$ cat src/rtl/vam_defines.svh
// Constants of the alarm mapping control block: offsets, fields, resets, codes.
// Included by the package users; holds definitions only.
`ifndef VAM_DEFINES_SVH
`define VAM_DEFINES_SVH

`define VAM_NUM_CH 7
`define VAM_ADDR_W 12
// Per-channel region: byte address = channel * stride + index * 4
`define VAM_CH_STRIDE 12'h020
`define VAM_IDX_XMAP 3'h1
`define VAM_IDX_RDI 3'h2
// Global registers
`define VAM_GLOBAL_PAGE 8'h10
`define VAM_OFS_MODE 2'h0
`define VAM_OFS_STATUS 2'h1
`define VAM_OFS_MASK 2'h2
`define VAM_OFS_LIVE 2'h3
// Cross-map control fields
`define VAM_XMAP_RFI_YEL 2
`define VAM_XMAP_YEL_RFI 1
`define VAM_XMAP_LAIS_VAIS 0
`define VAM_XMAP_WMASK 8'h07
// RDI control fields
`define VAM_RDI_VPD 7
`define VAM_RDI_VSD 6
`define VAM_RDI_VCD 5
`define VAM_RDI_RSVD 4
`define VAM_RDI_SEL 3
`define VAM_RDI_LBL_AIS 2
`define VAM_RDI_WMASK 8'hEC
// Reset values
`define VAM_XMAP_RST 8'h00
`define VAM_RDI_RST 8'h00
`define VAM_MODE_RST 32'h0000_0000
// Status layout: yellow rise, VT AIS rise, DS1 AIS rise
`define VAM_ST_YEL_LSB 0
`define VAM_ST_VAIS_LSB 8
`define VAM_ST_DAIS_LSB 16
`define VAM_ST_W 24
// Mode layout: datacom per channel, byte-sync per channel
`define VAM_MODE_DCOM_LSB 0
`define VAM_MODE_BSYNC_LSB 8
// Three-bit RDI codes
`define VAM_RDI_CODE_NONE 3'h1
`define VAM_RDI_CODE_PD 3'h2
`define VAM_RDI_CODE_SD 3'h5
`define VAM_RDI_CODE_CD 3'h6

`endif

$ cat src/rtl/vam_pkg.sv
// Types shared by the alarm mapping control block.
// Assumes vam_defines.svh for numeric constants.
package vam_pkg;

  typedef enum logic [1:0] {
    VAM_RESP_OKAY = 2'b00,
    VAM_RESP_SLVERR = 2'b10
  } vam_resp_type;

endpackage

$ cat src/rtl/vam_chan_map.sv
// One channel's alarm crossing and RDI code selection, purely combinational.
// Assumes control bits and alarm indications on the same clock as the caller.
`timescale 1ns/1ps
`include "vam_defines.svh"

module vam_chan_map (
  input wire logic datacom,
  input wire logic byte_sync,
  input wire logic [7:0] xmap,
  input wire logic [7:0] rdi_ctrl,
  input wire logic rfi_rx,
  input wire logic yellow_rx,
  input wire logic line_ais_det,
  input wire logic label_mismatch,
  input wire logic [2:0] auto_rdi,
  output logic yellow_tx,
  output logic rfi_ins,
  output logic vt_ais,
  output logic ds1_ais,
  output logic [2:0] rdi_code
);

  wire logic map_ok;
  wire logic force_sel;
  wire logic [2:0] forced_code;

  assign map_ok = ~datacom;
  assign yellow_tx = map_ok & xmap[`VAM_XMAP_RFI_YEL] & rfi_rx;
  assign rfi_ins = map_ok & xmap[`VAM_XMAP_YEL_RFI] & yellow_rx;
  assign vt_ais = map_ok & byte_sync & xmap[`VAM_XMAP_LAIS_VAIS] & line_ais_det;
  assign ds1_ais = rdi_ctrl[`VAM_RDI_LBL_AIS] & label_mismatch;

  // Server above connectivity above payload if several are set
  assign forced_code =
    rdi_ctrl[`VAM_RDI_VSD] ? `VAM_RDI_CODE_SD :
    rdi_ctrl[`VAM_RDI_VCD] ? `VAM_RDI_CODE_CD :
    rdi_ctrl[`VAM_RDI_VPD] ? `VAM_RDI_CODE_PD :
    `VAM_RDI_CODE_NONE;
  assign force_sel = rdi_ctrl[`VAM_RDI_SEL];
  assign rdi_code = force_sel ? forced_code : auto_rdi;

endmodule

$ cat src/rtl/vam_alarm_map.sv
// Seven-channel alarm mapping control bank with AXI4-Lite register access.
// Assumes alarm indications come from logic on aclk; outputs feed the mapper.
//
// Behaviour
// - With RFI-to-yellow enabled, received V5 RFI signals DS1 Yellow on highway.
// - Datacom mode disables RFI/yellow and DS1-AIS-to-VT-AIS mappings.
// - With yellow-to-RFI enabled, highway DS1 Yellow inserts RFI in outgoing V5.
// - In byte-sync mode with enable set, detected DS1 AIS generates VT AIS.
// - Bit 7 with force select one sends payload-defect RDI continuously.
// - Bit 6 with force select one sends server-defect RDI continuously.
// - Bit 5 with force select one sends connectivity-defect RDI continuously.
// - Force select zero derives the RDI code from faults or ring port.
// - Force select one sends requested RDI codes, overriding autonomous generation.
// - With bit 2 set, a signal label mismatch drives DS1 AIS.
//
// Register access over AXI4-Lite was left to the implementer.
`timescale 1ns/1ps
`include "vam_defines.svh"

module vam_alarm_map #(
  parameter int NUM_CH = `VAM_NUM_CH
) (
  input wire logic aclk,
  input wire logic aresetn,
  input wire logic [`VAM_ADDR_W-1:0] s_axi_awaddr,
  input wire logic s_axi_awvalid,
  output logic s_axi_awready,
  input wire logic [31:0] s_axi_wdata,
  input wire logic [3:0] s_axi_wstrb,
  input wire logic s_axi_wvalid,
  output logic s_axi_wready,
  output logic [1:0] s_axi_bresp,
  output logic s_axi_bvalid,
  input wire logic s_axi_bready,
  input wire logic [`VAM_ADDR_W-1:0] s_axi_araddr,
  input wire logic s_axi_arvalid,
  output logic s_axi_arready,
  output logic [31:0] s_axi_rdata,
  output logic [1:0] s_axi_rresp,
  output logic s_axi_rvalid,
  input wire logic s_axi_rready,
  input wire logic [NUM_CH-1:0] rfi_rx,
  input wire logic [NUM_CH-1:0] yellow_rx,
  input wire logic [NUM_CH-1:0] line_ais_det,
  input wire logic [NUM_CH-1:0] label_mismatch,
  input wire logic [3*NUM_CH-1:0] auto_rdi,
  output logic [NUM_CH-1:0] yellow_tx,
  output logic [NUM_CH-1:0] rfi_ins,
  output logic [NUM_CH-1:0] vt_ais,
  output logic [NUM_CH-1:0] ds1_ais,
  output logic [3*NUM_CH-1:0] rdi_code,
  output logic irq
);

  // Register storage: one cross-map and RDI entry per channel, plus global mode, status and mask
  logic [7:0] xmap_r [0:NUM_CH-1];
  logic [7:0] rdi_r [0:NUM_CH-1];
  logic [31:0] mode_r;
  logic [`VAM_ST_W-1:0] status_r;
  logic [`VAM_ST_W-1:0] mask_r;

  // Write channel state
  logic aw_held_r;
  logic w_held_r;
  logic [`VAM_ADDR_W-1:0] awaddr_r;
  logic [31:0] wdata_r;
  logic [3:0] wstrb_r;

  wire logic aw_take;
  wire logic w_take;
  wire logic b_done;
  wire logic do_write;
  wire logic ar_take;
  wire logic r_done;

  assign aw_take = s_axi_awvalid & s_axi_awready;
  assign w_take = s_axi_wvalid & s_axi_wready;
  assign b_done = s_axi_bvalid & s_axi_bready;
  assign do_write = aw_held_r & w_held_r & ~s_axi_bvalid;
  assign ar_take = s_axi_arvalid & s_axi_arready;
  assign r_done = s_axi_rvalid & s_axi_rready;

  // Write address decode
  wire logic [2:0] w_ch;
  wire logic [2:0] w_idx;
  wire logic w_in_ch;
  wire logic w_is_glob;
  wire logic w_xmap;
  wire logic w_rdi;
  wire logic w_mode;
  wire logic w_stat;
  wire logic w_mask;
  wire logic w_hit;
  wire logic [31:0] wmask;
  wire logic [31:0] wbits;

  assign w_ch = awaddr_r[7:5];
  assign w_idx = awaddr_r[4:2];
  assign w_in_ch = (awaddr_r[11:8] == 4'h0) && (32'(w_ch) < NUM_CH);
  assign w_is_glob = awaddr_r[11:4] == `VAM_GLOBAL_PAGE;
  assign w_xmap = w_in_ch && (w_idx == `VAM_IDX_XMAP);
  assign w_rdi = w_in_ch && (w_idx == `VAM_IDX_RDI);
  assign w_mode = w_is_glob && (awaddr_r[3:2] == `VAM_OFS_MODE);
  assign w_stat = w_is_glob && (awaddr_r[3:2] == `VAM_OFS_STATUS);
  assign w_mask = w_is_glob && (awaddr_r[3:2] == `VAM_OFS_MASK);
  assign w_hit = w_xmap | w_rdi | w_mode | w_stat | w_mask |
    (w_is_glob && (awaddr_r[3:2] == `VAM_OFS_LIVE));
  assign wmask = {{8{wstrb_r[3]}}, {8{wstrb_r[2]}}, {8{wstrb_r[1]}}, {8{wstrb_r[0]}}};
  assign wbits = wdata_r & wmask;

  // Read address decode
  wire logic [2:0] r_ch;
  wire logic [2:0] r_idx;
  wire logic r_in_ch;
  wire logic r_is_glob;
  wire logic r_hit;
  logic [31:0] rd_mux;
  logic [31:0] live_word;

  assign r_ch = s_axi_araddr[7:5];
  assign r_idx = s_axi_araddr[4:2];
  assign r_in_ch = (s_axi_araddr[11:8] == 4'h0) && (32'(r_ch) < NUM_CH) &&
    ((r_idx == `VAM_IDX_XMAP) || (r_idx == `VAM_IDX_RDI));
  assign r_is_glob = s_axi_araddr[11:4] == `VAM_GLOBAL_PAGE;
  assign r_hit = r_in_ch | r_is_glob;

  always_comb begin
    rd_mux = 32'h0000_0000;
    if (r_in_ch && (r_idx == `VAM_IDX_XMAP)) begin
      rd_mux = {24'h00_0000, xmap_r[r_ch]};
    end else if (r_in_ch) begin
      rd_mux = {24'h00_0000, rdi_r[r_ch]};
    end else if (r_is_glob) begin
      unique case (s_axi_araddr[3:2])
        `VAM_OFS_MODE: rd_mux = mode_r;
        `VAM_OFS_STATUS: rd_mux = {8'h00, status_r};
        `VAM_OFS_MASK: rd_mux = {8'h00, mask_r};
        `VAM_OFS_LIVE: rd_mux = live_word;
      endcase
    end
  end

  // Live outputs for software: ds1 AIS, VT AIS, yellow, one bit per channel
  always_comb begin
    live_word = 32'h0000_0000;
    live_word[`VAM_ST_YEL_LSB +: NUM_CH] = yellow_tx;
    live_word[`VAM_ST_VAIS_LSB +: NUM_CH] = vt_ais;
    live_word[`VAM_ST_DAIS_LSB +: NUM_CH] = ds1_ais;
  end

  // AXI write handshake
  always_ff @(posedge aclk) begin
    if (!aresetn) begin
      s_axi_awready <= 1'b1;
      s_axi_wready <= 1'b1;
      aw_held_r <= 1'b0;
      w_held_r <= 1'b0;
      awaddr_r <= '0;
      wdata_r <= 32'h0000_0000;
      wstrb_r <= 4'h0;
      s_axi_bvalid <= 1'b0;
      s_axi_bresp <= vam_pkg::VAM_RESP_OKAY;
    end else begin
      if (aw_take) begin
        s_axi_awready <= 1'b0;
        aw_held_r <= 1'b1;
        awaddr_r <= s_axi_awaddr;
      end
      if (w_take) begin
        s_axi_wready <= 1'b0;
        w_held_r <= 1'b1;
        wdata_r <= s_axi_wdata;
        wstrb_r <= s_axi_wstrb;
      end
      if (do_write) begin
        aw_held_r <= 1'b0;
        w_held_r <= 1'b0;
        s_axi_bvalid <= 1'b1;
        s_axi_bresp <= w_hit ? vam_pkg::VAM_RESP_OKAY : vam_pkg::VAM_RESP_SLVERR;
      end
      if (b_done) begin
        s_axi_bvalid <= 1'b0;
        s_axi_awready <= 1'b1;
        s_axi_wready <= 1'b1;
      end
    end
  end

  // AXI read handshake
  always_ff @(posedge aclk) begin
    if (!aresetn) begin
      s_axi_arready <= 1'b1;
      s_axi_rvalid <= 1'b0;
      s_axi_rdata <= 32'h0000_0000;
      s_axi_rresp <= vam_pkg::VAM_RESP_OKAY;
    end else if (ar_take) begin
      s_axi_arready <= 1'b0;
      s_axi_rvalid <= 1'b1;
      s_axi_rdata <= rd_mux;
      s_axi_rresp <= r_hit ? vam_pkg::VAM_RESP_OKAY : vam_pkg::VAM_RESP_SLVERR;
    end else if (r_done) begin
      s_axi_rvalid <= 1'b0;
      s_axi_arready <= 1'b1;
    end
  end

  // Global mode and mask registers
  always_ff @(posedge aclk) begin
    if (!aresetn) begin
      mode_r <= `VAM_MODE_RST;
      mask_r <= '0;
    end else if (do_write) begin
      if (w_mode) begin
        mode_r <= (mode_r & ~wmask) | wbits;
      end
      if (w_mask) begin
        mask_r <= (mask_r & ~wmask[`VAM_ST_W-1:0]) | wbits[`VAM_ST_W-1:0];
      end
    end
  end

  // Per-channel datapath
  logic [NUM_CH-1:0] yel_nxt;
  logic [NUM_CH-1:0] rfi_nxt;
  logic [NUM_CH-1:0] vais_nxt;
  logic [NUM_CH-1:0] dais_nxt;
  logic [3*NUM_CH-1:0] rdi_nxt;

  genvar c;
  generate
    for (c = 0; c < NUM_CH; c++) begin : g_ch
      // Control bits of this channel only
      always_ff @(posedge aclk) begin
        if (!aresetn) begin
          xmap_r[c] <= `VAM_XMAP_RST;
          rdi_r[c] <= `VAM_RDI_RST;
        end else if (do_write && (32'(w_ch) == c)) begin
          if (w_xmap && wstrb_r[0]) begin
            xmap_r[c] <= wdata_r[7:0] & `VAM_XMAP_WMASK;
          end
          if (w_rdi && wstrb_r[0]) begin
            rdi_r[c] <= wdata_r[7:0] & `VAM_RDI_WMASK;
          end
        end
      end

      vam_chan_map u_map (
        .datacom(mode_r[`VAM_MODE_DCOM_LSB + c]),
        .byte_sync(mode_r[`VAM_MODE_BSYNC_LSB + c]),
        .xmap(xmap_r[c]),
        .rdi_ctrl(rdi_r[c]),
        .rfi_rx(rfi_rx[c]),
        .yellow_rx(yellow_rx[c]),
        .line_ais_det(line_ais_det[c]),
        .label_mismatch(label_mismatch[c]),
        .auto_rdi(auto_rdi[3*c +: 3]),
        .yellow_tx(yel_nxt[c]),
        .rfi_ins(rfi_nxt[c]),
        .vt_ais(vais_nxt[c]),
        .ds1_ais(dais_nxt[c]),
        .rdi_code(rdi_nxt[3*c +: 3])
      );

      always_ff @(posedge aclk) begin
        if (!aresetn) begin
          yellow_tx[c] <= 1'b0;
          rfi_ins[c] <= 1'b0;
          vt_ais[c] <= 1'b0;
          ds1_ais[c] <= 1'b0;
          rdi_code[3*c +: 3] <= `VAM_RDI_CODE_NONE;
        end else begin
          yellow_tx[c] <= yel_nxt[c];
          rfi_ins[c] <= rfi_nxt[c];
          vt_ais[c] <= vais_nxt[c];
          ds1_ais[c] <= dais_nxt[c];
          rdi_code[3*c +: 3] <= rdi_nxt[3*c +: 3];
        end
      end
    end
  endgenerate

  // Sticky events on rising yellow, VT AIS and DS1 AIS outputs; a set beats a same-cycle clear
  logic [`VAM_ST_W-1:0] ev_set;
  logic [`VAM_ST_W-1:0] ev_clr;
  logic [`VAM_ST_W-1:0] status_nxt;

  always_comb begin
    ev_set = '0;
    ev_set[`VAM_ST_YEL_LSB +: NUM_CH] = yel_nxt & ~yellow_tx;
    ev_set[`VAM_ST_VAIS_LSB +: NUM_CH] = vais_nxt & ~vt_ais;
    ev_set[`VAM_ST_DAIS_LSB +: NUM_CH] = dais_nxt & ~ds1_ais;
    ev_clr = (do_write && w_stat) ? wbits[`VAM_ST_W-1:0] : '0;
    status_nxt = (status_r & ~ev_clr) | ev_set;
  end

  always_ff @(posedge aclk) begin
    if (!aresetn) begin
      status_r <= '0;
      irq <= 1'b0;
    end else begin
      status_r <= status_nxt;
      irq <= |(status_nxt & mask_r);
    end
  end

endmodule

$ cat config.mk
export PLATFORM = sky130hd
export DESIGN_NAME = vam_alarm_map
export DESIGN_NICKNAME = d
export VERILOG_FILES = /design/src/rtl/vam_pkg.sv /design/src/rtl/vam_chan_map.sv /design/src/rtl/vam_alarm_map.sv
export VERILOG_INCLUDE_DIRS = /design/src /design/src/rtl
export SDC_FILE = /design/constraint.sdc
export NUM_CORES = 1
export LEC_CHECK = 0
export ABC_AREA = 1
export BUFFER_PORTS_ARGS = -buffer_cell sky130_fd_sc_hd__buf_2
export CORE_UTILIZATION = 45
export DETAILED_ROUTE_END_ITERATION = 10
export PLACE_DENSITY = 0.74
export REMOVE_ABC_BUFFERS = 1
export SETUP_SLACK_MARGIN = 0.05
export SYNTH_ARGS = -nofsm -noshare
export SYNTH_HDL_FRONTEND = slang
export SYNTH_HIERARCHICAL = 1
export SYNTH_SLANG_ARGS = --single-unit
$ cat constraint.sdc
create_clock -name aclk -period 2.1 [get_ports aclk]
set_input_delay 0.315 -clock aclk [delete_from_list [all_inputs] [get_ports aclk]]
set_output_delay 0.315 -clock aclk [all_outputs]
set_load 0.1 [all_outputs]
# --- Word level (Yosys, flattened, before mapping) ---
# Memories as Yosys holds them, arrays and structs flattened.
# Cells that the tools add are included.
op_classes:
  n_lt_le_gt_ge: 2
  n_eq_ne: 18
  muxes: 98
  bitwise: 109
  reduce_logical: 32
op_table:
  columns: ["op", "n"]
  rows:
  - ["$pmux W32 S4", 1]
  - ["$mux W32", 3]
  - ["$mux W3", 28]
  - ["$and A24 B24 Y24", 3]
  - ["$and A32 B32 Y32", 2]
  - ["$and A1 B1 Y1", 63]
  - ["$mux W1", 49]
  - ["$not A24 Y24", 2]
  - ["$mux W5", 7]
  - ["$not A32 Y32", 1]
  - ["$or A32 B32 Y32", 1]
  - ["$mux W24", 1]
  - ["$or A24 B23 Y24", 1]
  - ["$or A24 B24 Y24", 1]
  - ["$reduce_or A24 Y1", 1]
  - ["$and A7 B7 Y7", 3]
  - ["$not A7 Y7", 3]
  - ["$logic_and A1 B1 Y1", 20]
  - ["$or A1 B1 Y1", 20]
  - ["$mux W2", 9]
  - ["$eq A8 B5 Y1 const B", 2]
  - ["$eq A3 B2 Y1 const B", 4]
  - ["$eq A3 B1 Y1 const B", 3]
  - ["$eq A3 B3 Y1 const B", 3]
  - ["11 further kinds", 28]
word_totals:
  ff_bits: 221
  mem_bits_rw: 56
  input_bits: 116
  word_cells: 313
  mem_count: 2
memory_table:
  columns: ["memory", "depth", "word_bits", "read_ports", "rd_ports_with_merged_regs", "write_ports", "line", "rtl"]
  rows:
  - ["rdi_r", 7, 5, 8, 0, 7, "vam_alarm_map.sv:57", "logic [7:0] rdi_r [0:NUM_CH-1];"]
  - ["xmap_r", 7, 3, 8, 0, 7, "vam_alarm_map.sv:56", "logic [7:0] xmap_r [0:NUM_CH-1];"]

# --- Logic depth before layout (Yosys ltp) ---
# Gate-level depths: netlist (run 1).
depth:
  depth_word: 9
  ltp_mapped: 14
  mapped_depth_nobuf: 13

# --- Cells and area by module ---
# The synthesis (run 1) kept the hierarchy.
modules_own_cells:
  columns: ["mod", "n_inst", "cells_each", "area_per_inst_um2", "seq_area_each_um2"]
  rows:
  - ["vam_alarm_map", 1, 1418, 11184.5, 6025.8]
  - ["vam_chan_map", 7, 23, 98.8, 0.0]

# --- Worst setup path before layout (run 1) ---
# OpenSTA, ideal clock, no wires.
synth_path:
  path_kind: "reg2reg"
  start: "reg s_axi_bvalid"
  end: "reg (tool-made name)"
  setup_ns: 0.086
  arrival_ns: 2.095
  required_time_ns: 2.014
  path_slack_ns: -0.081
  stages_incl_launch_ff: 10
  n_path_buf: 1
  path_cell_list: "dfxtp_1 > inv_1 > nand3_2 > nor3_2 > nand2_2 > nor2_2 > inv_1 > clkbuf_1 > nor2_1 > a211oi_1"
synth_rtl:
  columns: ["item", "line", "rtl"]
  rows:
  - ["start: declaration", "vam_alarm_map.sv:33", "output logic s_axi_bvalid,"]
  - ["start signal: assignment", "vam_alarm_map.sv:161", "s_axi_bvalid <= 1'b0;"]
  - ["start signal: assignment", "vam_alarm_map.sv:178", "s_axi_bvalid <= 1'b1;"]
  - ["start signal: assignment", "vam_alarm_map.sv:182", "s_axi_bvalid <= 1'b0;"]

==> results of run 1 <==
-- repair_timing --
| item | 4_1_cts | 5_1_grt |
|---|---|---|
| hold buffers | 6 | 0 |
| setup endpoints to repair | 0 | 14 |
| resized for setup | 0 | 6 |
| endpoints found under the hold margin | 6 | 0 |
| buffers inserted | 0 | 1 |
-- logic make-up (layout without fill, tap and decap cells) --
kind of cell    after synthesis  after routing
compound gates              301            301
other cells                   1              3
mux                          15             15
simple gates                729            729
flops                       273            273
buf+inv                     260            490
-- layer usage --
layer,part of all wire,vias up
met5,0,-
met3,0.092,85
met1,0.41,5088
met4,0.044,0
li1,-,5489
met2,0.45,511
-- Yosys cell counts, drive strengths merged --
library cell,n
o211ai,1
nand2,414
o311ai,1
nand3b,13
nor2,229
edfxtp,56
buf,17
nor4,3
nor3,8
mux2i,15
conb,1
nor3b,7
a21oi,115
o2111ai,8
inv,187
nand3,47
a21boi,1
a211oi,18
clkbuf,53
o221ai,14
dfxtp,217
o21ai,129
a31oi,1
o21bai,1
o22ai,8
a32oi,3
clkinv,3
o31ai,1
or2,8
-- critical path: stages, from the launching register on --
cell and delay, ps:
dfxtp_1 330, nor2_1 150, nand2_1 100, nor2_4 150, buf_12 210, nand2_4 120
nor2_4 220, buf_12 130, clkinvlp_4 160, a211oi_1 220
-- where the power goes --
| group | total [W] | internal [W] | switching (W) |
|---|---|---|---|
| clock network | 0.00512 | 0.00303 | 0.00209 |
| logic | 0.00133 | 0.000345 | 0.000983 |
| registers | 0.00567 | 0.00553 | 0.000146 |
| total | 0.0121 | 0.00890 | 0.00322 |
-- worst max path at each step --
stage	end	cells past startpoint
after floorplan	s_axi_rdata[12]	6
after global placement	s_axi_rdata[27]	7
after detailed placement	flip-flop	8
after CTS	flip-flop	8
after global routing	flip-flop	9
final	flip-flop	9
-- stage by stage --
stage               TNS, ps  hold WS, ps  setup WS (ps)
floorplan            -36520          384           -589
global placement          0          433            235
detailed placement        0          437            196
CTS                       0        0.395            176
global route              0         15.8           79.7
finish                    0         8.05            201
-- final cells by class --
type / count / area, sq um
Tap cell: 335 / 419
Inverter: 190 / 719
Timing Repair inverter: 1 / 7.51
Fill cell: 2370 / 11500
Timing Repair Buffer: 247 / 1460
Antenna cell: 1 / 2.50
Clock buffer: 42 / 845
Sequential cell: 273 / 6030
Multi-Input combinational cell: 1047 / 4870
Clock inverter: 10 / 116
==> impl_results.md, run 1 <==
- Outcome: finished with violations
- Failing checks: design-rule violations
- Cell Area, Placed: about 13000 sq um
- Synth area leaders: dfxtp_1 (37%), edfxtp_1 (14%), nand2_1 (13%), nor2_1 (7.0%), inv_1 (5.7%)
- Total number of vias: approximately 11000
- TritonCTS clock tree: done
- Synth Warn #: 6
- Clock transition at path regs: about 60 ps
- Setup Skew: roughly 11 ps
- First-pass GRT wire length: roughly 52000 um
- Reg2reg path depth: 9
- Fin nets: between 1500 and 2000
- CP arrival: 2370 ps
- Num rows: about 60
- Main combinational cell family by area after synthesis: simple AND/OR/NAND/NOR gates
- HPWL after DPL: around 24000 um
- Post-Synth Simple-Gate Area: 0.254
- Hold Path Stages: 3
- Reg2reg start: awaddr_r[5]
- Critical path launch point type: flip-flop
- 1st-pass router iterations: 8
- Worst-path fanout max: 21
- Max Cap Viol: 0
- Setup crit end kind: flip-flop
- Post-route DRC: 4
- I/O pin count: ~210
- Final ANT Viol Nets: 0
- Layout area overhead: 21.8%
- GRT Resource Usage Total: 0.250
- Initial antenna violation count: 1
- Placeable Area: approximately 26000 sq um
- Data required time of the worst path: 2570 ps
- Detailed Route Iter0 Violations: between 900 and 1000
- Routed WL: approximately 34000 um
- Worst min-delay path startpoint: s_axi_wdata[24]
- Vias per inst: approximately 5.2
- Design area: ~14000 sq um
- GR peak layer: met2
- Die width: between 150 and 200 um
- Tot Pwr: between 0.01 and 0.015 W
- CP Launch Point: awaddr_r[5]
- Synth Area in Compound Gates: 0.142
- Clock latency on the worst-skew pair: 560 ps
- Leak: approximately 6.5 nW
- Area leader, netlist: dfxtp_1
- Final slew viol count: 0
- Worst-Margin Slew: 557 ps
- Most frequent cells in the layout: nand2_1 (413), nor2_1 (220), dfxtp_1 (217), buf_2 (199), inv_1 (179)
- Cell Count, Final, Fillers Out: around 2100
- Mux contribution to synthesized area: 0.0126
- Die Y: about 160 um
- Inserted Clock Buffers: 29
- Pwr Density: around 840 nW/um^2
- M3 GR Usage: 0.0434
- Syn Area/Cell: 7.52 sq um
- Reg-to-reg slack, setup: ~200 ps
- Grt total ovfl: 0
- Commonest non-fill, non-tap cell in the layout: nand2_1
- Crit path kind: flip-flop to flip-flop
- Fmax: ~0.53 GHz
- Max-Slew Margin vs Limit: 0.628
- Layout cells sized above 1: 0.180
- Max clock buf depth: 3
- Synth top area share: 0.366
- Number of global-route vias before repair: ~10000
- Post-synthesis adder-cell area fraction: 0
- Post-DR wirelength/cell: ~16 um
- H-tree depth: 1
- HP Class: input port to flip-flop
- GPL Wtd Cong: 0.931
- Final setup violating endpoints: 0
- M1 GR Usage: 0.327
- GR Util met2: 0.398
- Post-Synth XOR/XNOR Area: 0
- CTS sink cnt: 273
- Flop and latch count out of synthesis: 273
- Sequential area share after synthesis: 0.507
- RSZ-0062 raised after global routing: false
- Cell Count Post-Placement: roughly 2100
- Initial Util: 0.457
- Fin crit share: 0.904
- Library cells used by synthesis: 42
- IO Port Bufs: 200
- Worst-case hold path end point: wdata_r[24]
- Tmin final: about 1900 ps
- Synth Instances: 1579
- Netlist Area Pre-Place: 11900 sq um
- Full die area: 27000 sq um
- Finished Core Util: 0.557
- Hold Fails Final Rpt: 0
- Largest net degree at the start of global routing: 65
- Root buf cell: clkbuf_16
- VDD IR max: 0.574 mV
Note: power is estimated with default switching activity, not from simulation.
==> inputs of run 2 (changes only) <==
- ABC_AREA: 1 -> unset
==> run 2 against run 1 <==
Effect of this change:
- the run ends with design-rule violations, negative setup slack left
- die area is essentially flat
- final cell count shrank 11%
- clock power shrank 2%
- hold slack gained 1.6 ps
- combinational power is essentially flat
- non-clock buffer count grew 82
- critical path type unchanged
- largest power group unchanged
- sequential power shrank 1%
- total power shrank 1.4%
- first-iteration DRC count shrank 14%
- synthesized cell count shrank 21%
==> impl_results.md, run 2 <==
- Total number of vias: between 10000 and 15000
- Failing checks: design-rule violations, negative setup slack
- Main synth FF type: dfxtp_1
- GPL Wtd Cong: roughly 0.92
- Largest net degree at the start of global routing: 56
- Layout area overhead: 27.8%
- CP arrival: around 3000 ps
- Setup ws final: -466 ps
- Max Cap Viol: 0
- 1st-pass router iterations: 10
- CTS sink cnt: between 200 and 300
- Setup TNS: -20500 ps
- Routed WL: roughly 34000 um
- Synth top area share: 0.366
- Place WS: -481 ps
- Clock transition at path regs: about 60 ps
- Crit path kind: flip-flop to flip-flop
- HP Class: input port to flip-flop
- Grt total ovfl: 0
- Final ANT Viol Nets: 0
- Synth area leaders: dfxtp_1 (37%), edfxtp_1 (14%), nand2_1 (8.5%), a21boi_0 (7.1%), mux4_2 (5.5%)
- Fmax: about 0.39 GHz
- Pwr Density: ~790 nW/um^2
- Tot Pwr: between 0.01 and 0.015 W
- Sequential area share after synthesis: 0.507
- CP max stage cell: or4_4
- Netlist Area Pre-Place: 11900 sq um
- Fin nets: 1659
- First-pass GRT wire length: 52100 um
- Hold Fails Final Rpt: 0
- RSZ-0062 raised after global routing: true
- Commonest non-fill, non-tap cell in the layout: nand2_1
- Most used cell, CP: or4_4
- Placeable Area: 26000 sq um
- GRT Resource Usage Total: 0.250
- Worst-Margin Slew: ~600 ps
- Crit-path max cell delay: 570 ps
- Synth Instances: 1255
- Initial antenna violation count: 0
- Data required time of the worst path: about 2500 ps
- Outcome: finished with violations
- Area leader, netlist: dfxtp_1
- Number of global-route vias before repair: ~10000
- Combinational power share: 0.109
- EDFF count, synth: 56
- Vias per inst: 5.35
- Worst-path fanout max: 5
- Clock latency on the worst-skew pair: ~560 ps
- Cell family contributing the most delay on the critical path: simple AND/OR/NAND/NOR gates
- Bufs and invs on worst path: 0
- H-tree depth: 1
- Worst-path cell chain: or4_4, or4_4, o311a_1, a221oi_2, nand4_1, o41a_1
- Initial Util: 0.457
- IO Port Bufs: 200
- VDD IR max: 0.689 mV
- Library cells used by synthesis: between 50 and 60
- Inserted Clock Buffers: 29
- HPWL after DPL: ~25000 um
- Hold WS: about 9.7 ps
- Post-route DRC: 2
- Die Y: ~160 um
- Most common cell in the netlist: nand2_1
- Asr flop ratio synth: 0
- Synth Warn #: 6
- TritonCTS clock tree: done
- Root buf cell: clkbuf_16
- Int Power: 0.00891 W
- Sequential Power Share: 0.469
- Critical path launch point type: flip-flop
- Max clock buf depth: 3
- Layout cells sized above 1: 0.286
- Num rows: 59
- Post-DR wirelength/cell: between 15 and 20 um
- Max-Slew Margin vs Limit: 0.600
- P_sw: between 0.003 and 0.004 W
- Flop and latch count out of synthesis: approximately 270
- Syn Area/Cell: roughly 9.5 sq um
- Most frequent cells in the layout: nand2_1 (259), dfxtp_1 (217), buf_2 (199), buf_4 (116), and2_1 (84)
- Detailed Route Iter0 Violations: approximately 800
- Switching Share: 0.255
- Antenna Cells: 0
- Tmin final: around 2600 ps
- Clk network pwr share: 0.422
- Setup Skew: 23.9 ps
- Fin crit share: 1.22
- Full die area: 27100 sq um
- Leak: about 6.2 nW
- Final slew viol count: 0
- Setup crit end kind: flip-flop
- Commonest cells in the netlist: nand2_1 (268), dfxtp_1 (217), a21boi_0 (113)
- Final setup violating endpoints: 75
- I/O pin count: between 200 and 250
- Die width: 165 um
-- run 2: timing repair --
item	CTS	global route
resized for setup	54	49
pin swaps	7	13
hold buffers	4	0
setup endpoints to repair	144	118
hold endpoints to repair	4	0
buffers inserted	4	2
-- run 2: worst register-to-register path: stages, from the launching register on --
cell	delay, ps
dfxtp_1	310
or4_4	580
or4_4	550
o311a_1	330
a221oi_2	190
nand4_1	120
o41a_1	370
-- run 2: logic make-up after synthesis --
group                  count (synthesis)  share of synthesized area
AND/OR/NAND/NOR                      584                      0.241
other                                  1                   0.000316
buffers and inverters                 86                     0.0284
flip-flops                           273                      0.507
AO/OA/AOI/OAI                        264                      0.153
multiplexers                          47                     0.0703
-- run 2: path summary, 6_finish.rpt --
| path | start | end | slack [ps] | cells past startpoint |
|---|---|---|---|---|
| max | awaddr_r[11] | irq | -470 | 6 |
| min | s_axi_awaddr[11] | awaddr_r[11] | 10 | 3 |
| max reg2reg | awaddr_r[11] | irq | -470 | 6 |
| min reg2reg | flip-flop | flip-flop | 450 | 2 |
-- run 2: layout make-up --
type / instances / area [sq um]
clock buffer: 35 / 768
multi-input combinational: 897 / 5690
clock inverter: 19 / 174
timing repair buffer: 329 / 2070
inverter: 13 / 48.8
tap: 335 / 419
sequential: 273 / 6030
fill: 2218 / 10800
-- run 2: stage by stage --
step | util | area [sq um] | instances
floorplan | - | 11600 | 1183
global placement | 0.538 | 14000 | 1837
detailed placement | 0.538 | 14000 | 1837
CTS | 0.581 | 15100 | 1899
global route | 0.585 | 15200 | 1901
finish | 0.585 | 15200 | 1901
-- run 2: layer usage --
metal  up-vias  track usage  wire length, um
met3        75       0.0331             2290
met5         -            0                0
met1      4820        0.324            14400
met2       367        0.423            16200
li1       4899            -                -
met4         0       0.0951             1150
-- run 2: power groups by stage --
stage / Sequential [W] / Combinational, W / Clock (W)
floorplan: 0.00603 / 0.000391 / 0
detailed placement: 0.00572 / 0.00127 / 0
global placement: 0.00571 / 0.00125 / 0
finish: 0.00561 / 0.00130 / 0.00504
global route: 0.00562 / 0.00138 / 0.00529
CTS: 0.00560 / 0.00129 / 0.00511
